**src/aic_pkg.sv**
```systemverilog
// Package for the converter input select and conversion control block.
// Assumes one system clock and AHB-Lite register access with 32-bit words.
package aic_pkg;

    // Register byte offsets.
    localparam logic [7:0]  CTRL0_OFF       = 8'h00;
    localparam logic [7:0]  CTRL1_OFF       = 8'h04;
    localparam logic [7:0]  RESULT_OFF      = 8'h08;
    localparam logic [7:0]  PINSEL_OFF      = 8'h0c;
    localparam logic [7:0]  INT_STAT_OFF    = 8'h10;
    localparam logic [7:0]  INT_MASK_OFF    = 8'h14;

    // Control register 0 field positions.
    localparam int          C0_START        = 7;
    localparam int          C0_BUSY         = 6;
    localparam int          C0_ENABLE       = 5;
    localparam int          C0_FORMAT       = 4;

    // Control register 1 field positions.
    localparam int          C1_SRC_LSB      = 4;
    localparam int          C1_CKS_LSB      = 0;

    // Reset values.
    localparam logic [7:0]  CTRL0_RST       = 8'h00;
    localparam logic [7:0]  CTRL1_RST       = 8'h00;
    localparam logic [15:0] PINSEL_RST      = 16'h0000;

    // Conversion timing in conversion-clock cycles.
    localparam logic [4:0]  SAMPLE_CYCLES   = 5'h04;
    localparam logic [4:0]  CONV_CYCLES     = 5'h0c;
    localparam logic [4:0]  TOTAL_CYCLES    = 5'h10;

    // Number of external channels and data width.
    localparam int          NUM_CHAN        = 16;
    localparam int          RES_BITS        = 12;

    // Analog source codes: external routing or an internal source.
    typedef enum logic [2:0] {
        AIC_SRC_EXT    = 3'h0,
        AIC_SRC_SUP    = 3'h1,
        AIC_SRC_SUP2   = 3'h2,
        AIC_SRC_SUP4   = 3'h3,
        AIC_SRC_AMP    = 3'h4,
        AIC_SRC_AMP2   = 3'h5,
        AIC_SRC_AMP4   = 3'h6,
        AIC_SRC_GND    = 3'h7
    } aic_src_t;

    // Routing to the analog front end.
    typedef struct packed {
        logic                   conv_power;
        aic_src_t               source;
        logic [NUM_CHAN-1:0]    chan_connect;
        logic                   sample;
        logic                   convert;
    } aic_afe_t;

    // Pin override toward the port logic.
    typedef struct packed {
        logic [NUM_CHAN-1:0]    digital_disable;
        logic [NUM_CHAN-1:0]    pullup_disable;
        logic [NUM_CHAN-1:0]    dir_force_input;
    } aic_pin_t;

endpackage : aic_pkg

```
**src/aic_clkdiv.sv**
```systemverilog
// Conversion clock tick generator: one-cycle tick every 2**sel system clocks.
// Assumes the tick enable is held while a conversion runs.
`timescale 1ns/10ps
module aic_clkdiv
(
    input  wire logic       clk,
    input  wire logic       rst_n,
    input  wire logic       run,
    input  wire logic [2:0] sel,
    output logic            tick
);
    logic [6:0] cnt_reg;
    logic [6:0] cnt_next;
    logic [6:0] limit;

    always_comb
    begin
        limit    = 7'((8'h01 << sel) - 8'h01);
        cnt_next = 7'h00;
        tick     = 1'b0;
        if (run)
        begin
            if (cnt_reg >= limit)
            begin
                tick     = 1'b1;
            end
            else
            begin
                cnt_next = 7'(cnt_reg + 7'h01);
            end
        end
    end

    always_ff @(posedge clk or negedge rst_n)
    begin
        if (!rst_n)
        begin
            cnt_reg <= 7'h00;
        end
        else
        begin
            cnt_reg <= cnt_next;
        end
    end
endmodule : aic_clkdiv

```
**src/aic_ctrl.sv**
```systemverilog
// Converter input select and conversion control with AHB-Lite registers.
// Assumes a single system clock and an analog core that delivers its
// 12-bit result on DATA_IN by the end of the conversion window.
//
// Design decisions made here: the address map and register access over AHB-Lite.
`timescale 1ns/10ps
module aic_ctrl
#(
    parameter int           CHAN_COUNT = 16
)
(
    input  wire logic                   CLK_SYS,
    input  wire logic                   RSTN,
    input  wire logic                   HSEL,
    input  wire logic [31:0]            HADDR,
    input  wire logic [1:0]             HTRANS,
    input  wire logic                   HWRITE,
    input  wire logic [2:0]             HSIZE,
    input  wire logic [31:0]            HWDATA,
    input  wire logic                   HREADY,
    output logic [31:0]                 HRDATA,
    output logic                        HREADYOUT,
    output logic                        HRESP,
    input  wire logic [11:0]            DATA_IN,
    output aic_pkg::aic_afe_t           AFE,
    output aic_pkg::aic_pin_t           PIN_CTRL,
    output logic                        IRQ
);

    ////////////////////////////////////////////////////////////////////////
    // State.

    typedef enum logic [2:0] {
        AIC_IDLE   = 3'b001,
        AIC_SAMPLE = 3'b010,
        AIC_CONV   = 3'b100
    } aic_state_t;

    logic [7:0]     ctrl0_reg;
    logic [7:0]     ctrl0_next;
    logic [7:0]     ctrl1_reg;
    logic [7:0]     ctrl1_next;
    logic [15:0]    pinsel_reg;
    logic [15:0]    pinsel_next;
    logic [11:0]    result_reg;
    logic [11:0]    result_next;
    logic           busy_reg;
    logic           busy_next;
    logic           armed_reg;
    logic           armed_next;
    logic           irq_stat_reg;
    logic           irq_stat_next;
    logic           irq_mask_reg;
    logic           irq_mask_next;
    aic_state_t     state_reg;
    aic_state_t     state_next;
    logic [4:0]     cyc_reg;
    logic [4:0]     cyc_next;
    logic           ph_valid_reg;
    logic           ph_valid_next;
    logic           ph_write_reg;
    logic           ph_write_next;
    logic [7:0]     ph_addr_reg;
    logic [7:0]     ph_addr_next;
    logic [31:0]    rdata_reg;
    logic [31:0]    rdata_next;

    logic           tick;
    logic           enable;
    logic           start_go;
    logic           done;
    logic [3:0]     src_code;
    logic [3:0]     chan_code;
    logic           wr_ctrl0;
    logic           rd_stat;

    // Decodes the source field into an internal source or external routing.
    function automatic aic_pkg::aic_src_t decode_src(input logic [3:0] code);
        aic_pkg::aic_src_t s;
        s = aic_pkg::AIC_SRC_EXT;
        if (code[3] && !code[2])
        begin
            s = aic_pkg::AIC_SRC_GND;
        end
        else if (!code[3] && code[1:0] != 2'b00)
        begin
            s = aic_pkg::aic_src_t'({code[2], code[1:0]} + 3'h0 - {2'b00, code[2]});
        end
        return s;
    endfunction : decode_src

    assign enable    = ctrl0_reg[aic_pkg::C0_ENABLE];
    assign src_code  = ctrl1_reg[aic_pkg::C1_SRC_LSB +: 4];
    assign chan_code = ctrl0_reg[3:0];
    assign done      = (state_reg == AIC_CONV) && tick
                       && (cyc_reg == aic_pkg::TOTAL_CYCLES - 5'h01);

    ////////////////////////////////////////////////////////////////////////
    // Conversion clock divider.

    aic_clkdiv u_div
    (
        .clk   (CLK_SYS),
        .rst_n (RSTN),
        .run   (state_reg != AIC_IDLE),
        .sel   (ctrl1_reg[aic_pkg::C1_CKS_LSB +: 3]),
        .tick  (tick)
    );

    ////////////////////////////////////////////////////////////////////////
    // AHB-Lite slave: zero wait states, always OKAY.

    always_comb
    begin
        ph_valid_next = HSEL && HREADY && HTRANS[1];
        ph_write_next = HWRITE;
        ph_addr_next  = HADDR[7:0];
        wr_ctrl0      = ph_valid_reg && ph_write_reg && ph_addr_reg == aic_pkg::CTRL0_OFF;
        rd_stat       = ph_valid_next && !HWRITE && HADDR[7:0] == aic_pkg::INT_STAT_OFF;
        rdata_next    = 32'h0000_0000;
        if (ph_valid_next && !HWRITE)
        begin
            unique case (HADDR[7:0])
                aic_pkg::CTRL0_OFF:
                    rdata_next = {24'h000000, ctrl0_reg[7], busy_reg, ctrl0_reg[5:0]};
                aic_pkg::CTRL1_OFF:
                    rdata_next = {24'h000000, ctrl1_reg[7:4], 1'b0, ctrl1_reg[2:0]};
                aic_pkg::RESULT_OFF:
                    rdata_next = ctrl0_reg[aic_pkg::C0_FORMAT]
                               ? {16'h0000, 4'h0, result_reg[11:8], result_reg[7:0]}
                               : {16'h0000, result_reg[11:4], result_reg[3:0], 4'h0};
                aic_pkg::PINSEL_OFF:
                    rdata_next = {16'h0000, pinsel_reg};
                aic_pkg::INT_STAT_OFF:
                    rdata_next = {31'h00000000, irq_stat_reg};
                aic_pkg::INT_MASK_OFF:
                    rdata_next = {31'h00000000, irq_mask_reg};
                default:
                    rdata_next = 32'h0000_0000;
            endcase
        end
    end

    ////////////////////////////////////////////////////////////////////////
    // Registers, start detection and conversion sequencing.

    always_comb
    begin
        ctrl0_next    = ctrl0_reg;
        ctrl1_next    = ctrl1_reg;
        pinsel_next   = pinsel_reg;
        irq_mask_next = irq_mask_reg;
        if (ph_valid_reg && ph_write_reg)
        begin
            unique case (ph_addr_reg)
                aic_pkg::CTRL0_OFF:    ctrl0_next    = HWDATA[7:0];
                aic_pkg::CTRL1_OFF:    ctrl1_next    = {HWDATA[7:4], 1'b0, HWDATA[2:0]};
                aic_pkg::PINSEL_OFF:   pinsel_next   = HWDATA[15:0];
                aic_pkg::INT_MASK_OFF: irq_mask_next = HWDATA[0];
                default:               ctrl0_next    = ctrl0_reg;
            endcase
        end

        // A low level arms, high then low again starts.
        armed_next = armed_reg;
        start_go   = 1'b0;
        if (wr_ctrl0)
        begin
            if (!HWDATA[aic_pkg::C0_START] && ctrl0_reg[aic_pkg::C0_START] && armed_reg)
            begin
                start_go   = enable && HWDATA[aic_pkg::C0_ENABLE];
                armed_next = 1'b1;
            end
            else if (!HWDATA[aic_pkg::C0_START])
            begin
                armed_next = 1'b1;
            end
        end

        state_next  = state_reg;
        cyc_next    = cyc_reg;
        busy_next   = busy_reg;
        result_next = result_reg;
        unique case (state_reg)
            AIC_IDLE:
                if (start_go && !busy_reg)
                begin
                    state_next = AIC_SAMPLE;
                    cyc_next   = 5'h00;
                    busy_next  = 1'b1;
                end
            AIC_SAMPLE:
                if (tick)
                begin
                    cyc_next = 5'(cyc_reg + 5'h01);
                    if (cyc_reg == aic_pkg::SAMPLE_CYCLES - 5'h01)
                    begin
                        state_next = AIC_CONV;
                    end
                end
            AIC_CONV:
                if (tick)
                begin
                    cyc_next = 5'(cyc_reg + 5'h01);
                    if (done)
                    begin
                        state_next  = AIC_IDLE;
                        busy_next   = 1'b0;
                        result_next = DATA_IN;
                    end
                end
        endcase
        if (!enable)
        begin
            state_next  = AIC_IDLE;
            busy_next   = 1'b0;
            result_next = result_reg;
        end

        irq_stat_next = rd_stat ? 1'b0 : irq_stat_reg;
        if (done && enable)
        begin
            irq_stat_next = 1'b1;
        end
    end

    always_ff @(posedge CLK_SYS or negedge RSTN)
    begin
        if (!RSTN)
        begin
            ctrl0_reg    <= aic_pkg::CTRL0_RST;
            ctrl1_reg    <= aic_pkg::CTRL1_RST;
            pinsel_reg   <= aic_pkg::PINSEL_RST;
            result_reg   <= 12'h000;
            busy_reg     <= 1'b0;
            armed_reg    <= 1'b0;
            irq_stat_reg <= 1'b0;
            irq_mask_reg <= 1'b0;
            state_reg    <= AIC_IDLE;
            cyc_reg      <= 5'h00;
            ph_valid_reg <= 1'b0;
            ph_write_reg <= 1'b0;
            ph_addr_reg  <= 8'h00;
            rdata_reg    <= 32'h0000_0000;
        end
        else
        begin
            ctrl0_reg    <= ctrl0_next;
            ctrl1_reg    <= ctrl1_next;
            pinsel_reg   <= pinsel_next;
            result_reg   <= result_next;
            busy_reg     <= busy_next;
            armed_reg    <= armed_next;
            irq_stat_reg <= irq_stat_next;
            irq_mask_reg <= irq_mask_next;
            state_reg    <= state_next;
            cyc_reg      <= cyc_next;
            ph_valid_reg <= ph_valid_next;
            ph_write_reg <= ph_write_next;
            ph_addr_reg  <= ph_addr_next;
            rdata_reg    <= rdata_next;
        end
    end

    ////////////////////////////////////////////////////////////////////////
    // Analog routing and pin overrides.

    always_comb
    begin
        AFE            = '0;
        AFE.conv_power = enable;
        AFE.source     = decode_src(src_code);
        // Clearing enable drops both phases at once, a cycle before the state idles.
        AFE.sample     = enable && state_reg == AIC_SAMPLE;
        AFE.convert    = enable && state_reg == AIC_CONV;
        if (enable && AFE.source == aic_pkg::AIC_SRC_EXT && 32'(chan_code) < CHAN_COUNT)
        begin
            AFE.chan_connect[chan_code] = 1'b1;
        end
        PIN_CTRL.digital_disable = pinsel_reg;
        PIN_CTRL.pullup_disable  = pinsel_reg;
        PIN_CTRL.dir_force_input = pinsel_reg;
    end

    assign HRDATA    = rdata_reg;
    assign HREADYOUT = 1'b1;
    assign HRESP     = 1'b0;
    assign IRQ       = irq_stat_reg && irq_mask_reg;

endmodule : aic_ctrl

```
**config.mk**
```make
export PLATFORM = sky130hd
export DESIGN_NAME = aic_ctrl
export DESIGN_NICKNAME = d
export VERILOG_FILES = /design/src/aic_pkg.sv /design/src/aic_clkdiv.sv /design/src/aic_ctrl.sv
export SDC_FILE = /design/constraint.sdc
export NUM_CORES = 1
export LEC_CHECK = 0
export ABC_AREA = 1
export BUFFER_PORTS_ARGS = -buffer_cell sky130_fd_sc_hd__buf_2
export CORE_MARGIN = 1
export CORE_UTILIZATION = 53
export CTS_CLUSTER_SIZE = 20
export DETAILED_ROUTE_END_ITERATION = 10
export GPL_TIMING_DRIVEN = 0
export PLACE_DENSITY = 0.91
export SYNTH_ARGS = -nofsm -noshare
export SYNTH_HDL_FRONTEND = slang
export SYNTH_SLANG_ARGS = --single-unit
```
**constraint.sdc**
```tcl
create_clock -name CLK_SYS -period 4.8 [get_ports CLK_SYS]
set_clock_uncertainty 0.2 [all_clocks]
set_input_delay 0.96 -clock CLK_SYS [delete_from_list [all_inputs] [get_ports CLK_SYS]]
set_output_delay 0.96 -clock CLK_SYS [all_outputs]
set_load 0.02 [all_outputs]
```
; ---- After elaboration in Yosys (flattened, before gate mapping)
; Index checks and enable logic that the tools add are counted.
[op_classes]
magnitude_cmp = 3
n_eq_ne = 23
muxes = 33
n_shift = 1
reduce_logical = 40
add_sub_neg = 4
[op_table]
columns = cell, count
row1 = $pmux 16 s6, 1
row2 = $mux 16, 2
row3 = $mux 32, 1
row4 = $eq 8x4->1 const B, 3
row5 = $eq 8x5->1 const B, 3
row6 = $mux 3, 8
row7 = $logic_and 1x1->1, 20
row8 = $eq 8x3->1 const B, 2
row9 = $logic_not 8->1, 2
row10 = $ne 3x3->1 const B, 5
row11 = $mux 7, 2
row12 = $mux 1, 13
row13 = $reduce_and 2->1, 6
row14 = $mux 5, 2
row15 = $pmux 5 s2, 1
row16 = $pmux 3 s3, 1
row17 = $reduce_and 4->1, 2
row18 = $add 7x1->7 const B, 1
row19 = $ge 7x7->1, 1
row20 = $shl 1x3->7 const A, 1
row21 = $sub 7x1->7 const B, 1
row22 = $ne 3x1->1 const B, 2
row23 = $add 5x1->5 const B, 1
row24 = $eq 5x2->1 const B, 1
row25 = 16 further kinds, 22
[totals]
input_bits = 86
output_inout_bits = 105
regBits = 104

; ---- Depth between registers and ports, before layout
; Gate-level depths: netlist of the first run.
[logic_depth]
ltp_word = 11
depth_mapped = 17

; ---- Cells and area by module
; From an unflattened synthesis of the first run, not the netlist that was laid out.
[unflattened]
cells_unflattened = 618
hier_area_um2 = 4863.4
[by_module_without_submodules]
columns = mod, seq_area_each_um2, instances, cells_each, area_each_um2
row1 = aic_ctrl, 2003.2, 1, 534, 4275.4
row2 = aic_clkdiv, 175.2, 1, 84, 588.1

; ---- Worst setup path after synthesis of the first run
; Ideal clock, no wire load.
[synth_path]
kind = register -> output
startpoint = register ctrl1_reg[6]
endpoint = output port AFE[10] (netlist bit)
arrival_time_ns = 1.802
path_slack_ns = 1.838
stages_incl_launch_ff = 7
required_ns = 3.640
cell_sequence = dfrtp_1 -> ha_1 -> ha_1 -> o21ai_1 -> nor3_4 -> nand3_2 -> nor2_1
[synth_lines]
columns = element, line
row1 = from (decl), aic_ctrl.sv:41  ; logic [7:0] ctrl1_reg;
row2 = from (signal assigned), aic_ctrl.sv:232  ; ctrl1_reg <= aic_pkg::CTRL1_RST;
row3 = from (signal assigned), aic_ctrl.sv:249  ; ctrl1_reg <= ctrl1_next;
row4 = to (decl), aic_ctrl.sv:25  ; output aic_pkg::aic_afe_t AFE,

==> results of run 1 <==
[cells by family after synthesis]
kind of cell	share of synthesized area [%]
xor+xnor	1.47
buf+inv	15.6
fa+ha+maj	3.41
simple gates	24.0
other cells	0.157
compound gates	9.76
flops	45.7
[synth_stat cells, drive strengths merged]
cell type and instances:
a2111oi 1, a21oi 17, and3 1, buf 60, clkbuf 3, conb 2, dfrtp 86, dfstp 1
ha 13, inv 77, nand2 155, nand3 23, nand3b 2, nand4 6, nor2 62, nor3 10
o211ai 2, o21ai 57, o22ai 6, o31ai 2, or2 3, xnor2 3, xor2 5
[worst max-delay path by stage]
| stage | start | to | slack [ps] | cells past startpoint |
|---|---|---|---|---|
| after CTS | ctrl1_reg[4] | AFE[12] | 1360 | 10 |
| after global routing | ctrl1_reg[4] | AFE[13] | 1210 | 10 |
| after global placement | ctrl1_reg[4] | AFE[10] | 1880 | 10 |
| final | ctrl1_reg[4] | AFE[13] | 1330 | 8 |
| after floorplan | ctrl1_reg[6] | AFE[10] | 1840 | 6 |
| after detailed placement | ctrl1_reg[4] | AFE[12] | 1770 | 10 |
[metal layers]
layer	vias up	GRT usage [%]	wire, um
met2	212	44.5	6050
met3	38	3.90	824
li1	2129	-	-
met5	-	0	0
met1	2034	32.5	4630
met4	0	11.6	337
[metrics by stage]
stage | cells | hold slack (ps) | setup slack (ps) | instance area [sq um] | util (%)
6_report | 866 | 282 | 1330 | 5840 | 67.0
2_1_floorplan | 613 | 233 | 1840 | 4830 | -
3_3_place_gp | 849 | 250 | 1880 | 5610 | 64.3
3_5_place_dp | 850 | 266 | 1770 | 5640 | 64.6
5_1_grt | 866 | 297 | 1210 | 5840 | 67.0
4_1_cts | 866 | 280 | 1360 | 5840 | 67.0
[power by group through the flow]
stage	clock (W)	combinational (W)	sequential, W
detailed placement	0	0.000358	0.000857
finish	0.000531	0.000360	0.000842
global placement	0	0.000332	0.000853
CTS	0.000532	0.000360	0.000842
floorplan	0	0.000256	0.000845
global route	0.000567	0.000414	0.000851
[layout make-up]
cell class	instances	share of cell area, %
Tap cell	108	2.31
Inverter	77	4.95
Sequential cell	87	37.3
Clock buffer	10	2.36
Buffer	63	7.77
Clock inverter	6	1.16
Timing Repair Buffer	129	11.5
Multi-Input combinational cell	386	32.7
[cell usage in the layout (no fill, tap or decap), types with 3 or more instances in the layout]
cell type  instances
nor2_1            59
nand3_2            5
o21ai_1           16
ha_1              13
clkbuf_8          10
o21ai_0           41
inv_1             73
inv_2              4
conb_1            18
nand4_1            5
xor2_1             5
nor3_1             6
xnor2_1            3
a21oi_1           17
buf_2            133
nand2_1          151
nand3_1           18
dfrtp_1           86
clkbuf_1           3
nand2_2            4
buf_4             53
o22ai_1            6
==> metrics, run 1 <==
r2r startpoint ctrl1_reg[2]; RSZ-0062 raised after global routing false; # nets final 852; n_diodes 0; Synth top area share 45.1%; Peak VDD IR 184 uV; critical-path cell list inv_1 -> ha_1 -> ha_1 -> o21ai_1 -> nor3_4 -> nand3_2 -> nor2_1 -> buf_2; Min-Delay Endpoint cyc_reg[3]; H-tree depth 3; Worst EP arrival 2310 ps; post-CTS resize count 0; Detailed Place HPWL 9.17 mm; io pins 191; post-route ant nets 0; maxcap violations 0; hold buffers post-CTS 0; Max Freq 0.288 GHz; cell internal pwr 0.00119 W; Slowest-stage cell, CP dfrtp_1; Die X 96.9 um; R2R cell count 15; final setup vio count 0; sequential power share 48.6%; CP Class reg -> out; core area 8720 sq um; reg2reg end cyc_reg[0]; Row Count 34; leakage 3.30 nW; Post-Syn Instances 597; CTS tree yes; Clk network pwr share 30.6%; total gr overflow 0; crit-path max cell delay 390 ps; final RePlAce weighted congestion 0.889; pwr/cell area 297 nW/um^2; Top delay family on crit path simple AND/OR/NAND/NOR gates; slew margin rel. 62.4%; Total GRT Usage 26.0%; area leader, netlist dfrtp_1; Post-Route Setup TNS 0 ps; Layout area overhead 22.4%; first drt pass iteration count 5; Initial DRC Count 303; Worst Hold Class reg -> reg; hold path depth 1; vias in the first global route 4213; CTS sink cnt 87; Slew @ Worst Pin 564 ps; drt wl/cell 13.7 um; Final Hold Viols 0; Comb pwr share 20.8%; run status complete, no violations; Slew Viols, Final 0; post-route clock period utilization 72.3%; Filler cells 674; Initial Utilization 54.7%; Multi-input gate area 1910 sq um; clock root cell clkbuf_8; CP dominant cell by count ha_1; hold_sp cyc_reg[3]; Synth Area per Inst 7.99 sq um; sw frac 31.5%; largest net degree at the start of global routing 62; layout cells sized above 1 30.3%; synth warn 0; vias after detailed routing 4413; Max Fanout on Critical Path 4; Startpoint Class flip-flop; top cells by area, synth dfrtp_1, nand2_1, buf_4; input/output buffers 128; #FFs+latches synth 87; r2r setup slk 1770 ps; global-route wire length before repair 19.6 mm; Sw Pwr 0.000547 W; worst-case clock buffer depth 2; Die H 96.9 um; Mapped Area 4770 sq um; Sequential Area 2180 sq um; CTS Buf Count 9; worst skew pair latency 360 ps; worst endpoint required time 3640 ps; drt total wl 11.8 mm; buffer and inverter count on the worst path 2; Reg clk slew, reported paths 90 ps; DRC violations left 0; Power Total 0.00173 W; setup bufs post-CTS 0; sequential share of the synthesized area 45.7%; min cycle time layout 3470 ps; drt via density 5.10; synth unique cells 35; die area 9380 sq um; initial antenna violation count 0; CP endpoint kind output port
Note: power is estimated with default switching activity, not from simulation.
==> run 2: changes to the inputs <==
- ABC_AREA: 1 -> 0
- CORE_UTILIZATION: 53 -> 49
- PLACE_DENSITY: 0.91 -> 0.86
- clock period: 4.8 -> 3.4 ns (I/O delays scaled with it)
==> run 2 against run 1 <==
Sequential cell count is the same; sequential share of layout area decreased by 0.64 points; count of clock-buffer cells in the layout stayed put; critical path depth up 5; combinational power is 12% lower; register-to-register slack lost 1800 ps; utilization fell by 2.8 points; hold slack worse by 180 ps; sequential power grew 29%; global-route usage decreased by 3.5 points; critical endpoint is now result_reg[10]; largest cell class unchanged.
==> metrics, run 2 <==
Row Count 35; Layout area overhead 26.0%; Slew @ Worst Pin 810 ps; leakage 3.04 nW; clock root cell clkbuf_8; CP Class reg -> reg; final RePlAce weighted congestion 0.851; Worst Hold Class in -> async; CTS tree yes; ys flop type dfrtp_1; post-route ant nets 0; most common cell after layout, fill and taps aside buf_2; Post-Syn Instances 432; Final Hold Viols 0; maxcap violations 0; worst endpoint required time 3450 ps; drt wl/cell 15.8 um; Detailed Place HPWL 8.50 mm; layout cells sized above 1 44.0%; sequential power share 47.7%; Clk network pwr share 38.5%; post-route clock period utilization 99.5%; Sw Pwr 0.000592 W; synth unique cells 62; drt total wl 11.5 mm; #FFs+latches synth 87; Slew Viols, Final 0; CTS Buf Count 9; core area 9280 sq um; first drt pass iteration count 4; r2r setup slk 20 ps; Worst EP arrival 3430 ps; final setup vio count 0; cell internal pwr 0.00169 W; total gr overflow 0; crit-path max cell delay 470 ps; Total GRT Usage 22.4%; # nets final 692; Initial Utilization 50.9%; io pins 191; synth warn 0; top cells by area, synth dfrtp_1, buf_4, mux2_4; sequential share of the synthesized area 46.1%; most common cell in the synthesized netlist dfrtp_1; initial antenna violation count 0; commonest cells in the netlist dfrtp_1, buf_4, nor2_1; Core Util, Final 64.2%; pwr/cell area 384 nW/um^2; Reg clk slew, reported paths 90 ps; largest net degree at the start of global routing 46; Peak VDD IR 256 uV; die area 10000 sq um; worst skew pair latency 360 ps; Hold Slack 97.1 ps; worst-case clock buffer depth 2; DRC violations left 0; drt via density 5.13; global-route wire length before repair 17.5 mm; Mapped Area 4730 sq um; CP endpoint kind flip-flop; vias in the first global route 3574; Synth async-reset ratio 100%; input/output buffers 128; slew margin rel. 45.9%; n_diodes 0; Post-synth EDFFs 0; Synth Area per Inst 10.9 sq um; hold buffers post-CTS 0; Max Freq 0.296 GHz; H-tree depth 3; vias after detailed routing 3726; min cycle time layout 3380 ps; most frequent cells in the layout buf_2, dfrtp_1, buf_4; Synth top area share 45.5%; Die H 100 um; Max Fanout on Critical Path 10; CP dominant cell by count a21oi_1; area leader, netlist dfrtp_1; CTS sink cnt 87; Die X 100 um; Slowest-stage cell, CP dfrtp_2; Startpoint Class flip-flop; Initial DRC Count 181; Comb pwr share 13.9%; run status complete, no violations; sw frac 25.9%; critical-path cell list or3_4 -> ha_4 -> nor3_1 -> a21oi_1 -> o21a_1 -> ha_1 -> a21oi_1 -> o21ai_0 -> a21o_1 -> and3_1 -> buf_4 -> buf_12 -> mux2_4
## run 2: cell count changes after synthesis, sizes merged, moves of 5 or more
cell / delta
nand2: -137
inv: -65
mux2: +47
o21ai: -45
nor2: -17
nand3: -14
nor3b: +10
clkbuf: +8
mux2i: +8
and2: +6
and3: +6
nand2b: +5
o22ai: -5
## run 2: timing repair
action / CTS / global route
pin swaps: 2 / 1
endpoints found under the setup margin: 17 / 20
resized for setup: 5 / 10
setup buffers: 2 / 6
## run 2: critical path, delay by kind of cell, from the launching register on
| family | cells | cell delay [ps] |
|---|---|---|
| and+or+nand+nor | 3 | 790 |
| AOI/OAI and AO/OA | 5 | 730 |
| adders and majority gates | 2 | 480 |
| DFF | 1 | 470 |
| buffers and inverters | 2 | 320 |
| muxes | 1 | 300 |
## run 2: power by group through the flow
| stage | logic (W) | clock network [W] | registers (W) |
|---|---|---|---|
| 2_1_floorplan | 0.000186 | 0 | 0.00111 |
| 3_3_place_gp | 0.000294 | 0 | 0.00110 |
| 3_5_place_dp | 0.000307 | 0 | 0.00111 |
| 4_1_cts | 0.000307 | 0.000884 | 0.00109 |
| 5_1_grt | 0.000343 | 0.000929 | 0.00109 |
| 6_report | 0.000317 | 0.000879 | 0.00109 |
## run 2: logic make-up (layout without fill, tap and decap cells)
| family | Yosys count | count (layout) | share of synthesized area, % |
|---|---|---|---|
| AO/OA/AOI/OAI | 48 | 48 | 6.93 |
| XOR/XNOR | 8 | 8 | 1.48 |
| adder cells (fa/ha/maj) | 13 | 13 | 3.44 |
| buffers and inverters | 82 | 232 | 11.1 |
| flip-flops | 87 | 87 | 46.1 |
| multiplexers | 58 | 58 | 15.6 |
| other | 2 | 18 | 0.159 |
| AND/OR/NAND/NOR | 134 | 134 | 15.2 |
## run 2: final timing paths
check / cells past startpoint / startpoint / to
worst max register to register: 13 / ctrl1_reg[2] / result_reg[10]
worst min register to register: 1 / u_div.cnt_reg[0] / u_div.cnt_reg[0]
min in group CLK_SYS: 1 / HWRITE / ph_write_reg
worst max-delay path: 13 / ctrl1_reg[2] / result_reg[10]
max in group asynchronous: 2 / RSTN / ctrl1_reg[1]
worst min-delay path: 1 / RSTN / pinsel_reg[12]
## run 2: metal layers
metal  track usage [%]  wire length [um]  vias to the layer above
met5                 0                 0                        -
met2              38.4              5910                      125
met3              3.34               611                       11
met1              29.1              4830                     1835
li1                  -                 -                     1755
met4              7.69               121                        0
## run 2: layout make-up
cell class	count	area, sq um
Fill cell	720	3330
Buffer	66	475
Clock buffer	10	128
Tap cell	129	161
Inverter	13	48.8
Multi-Input combinational cell	279	2120
Sequential cell	87	2180
Clock inverter	6	118
Timing Repair Buffer	137	726
## run 2: per-stage QoR
step                TNS (ps)  cells  cell area, sq um  setup WS [ps]  power (W)
floorplan                  0    448              4790            105    0.00130
global placement       -1370    705              5590           -154    0.00140
detailed placement     -2030    706              5610           -216    0.00141
CTS                        0    721              5870           9.57    0.00228
global route            -761    727              5960          -87.5    0.00236
finish                     0    727              5960           17.5    0.00229
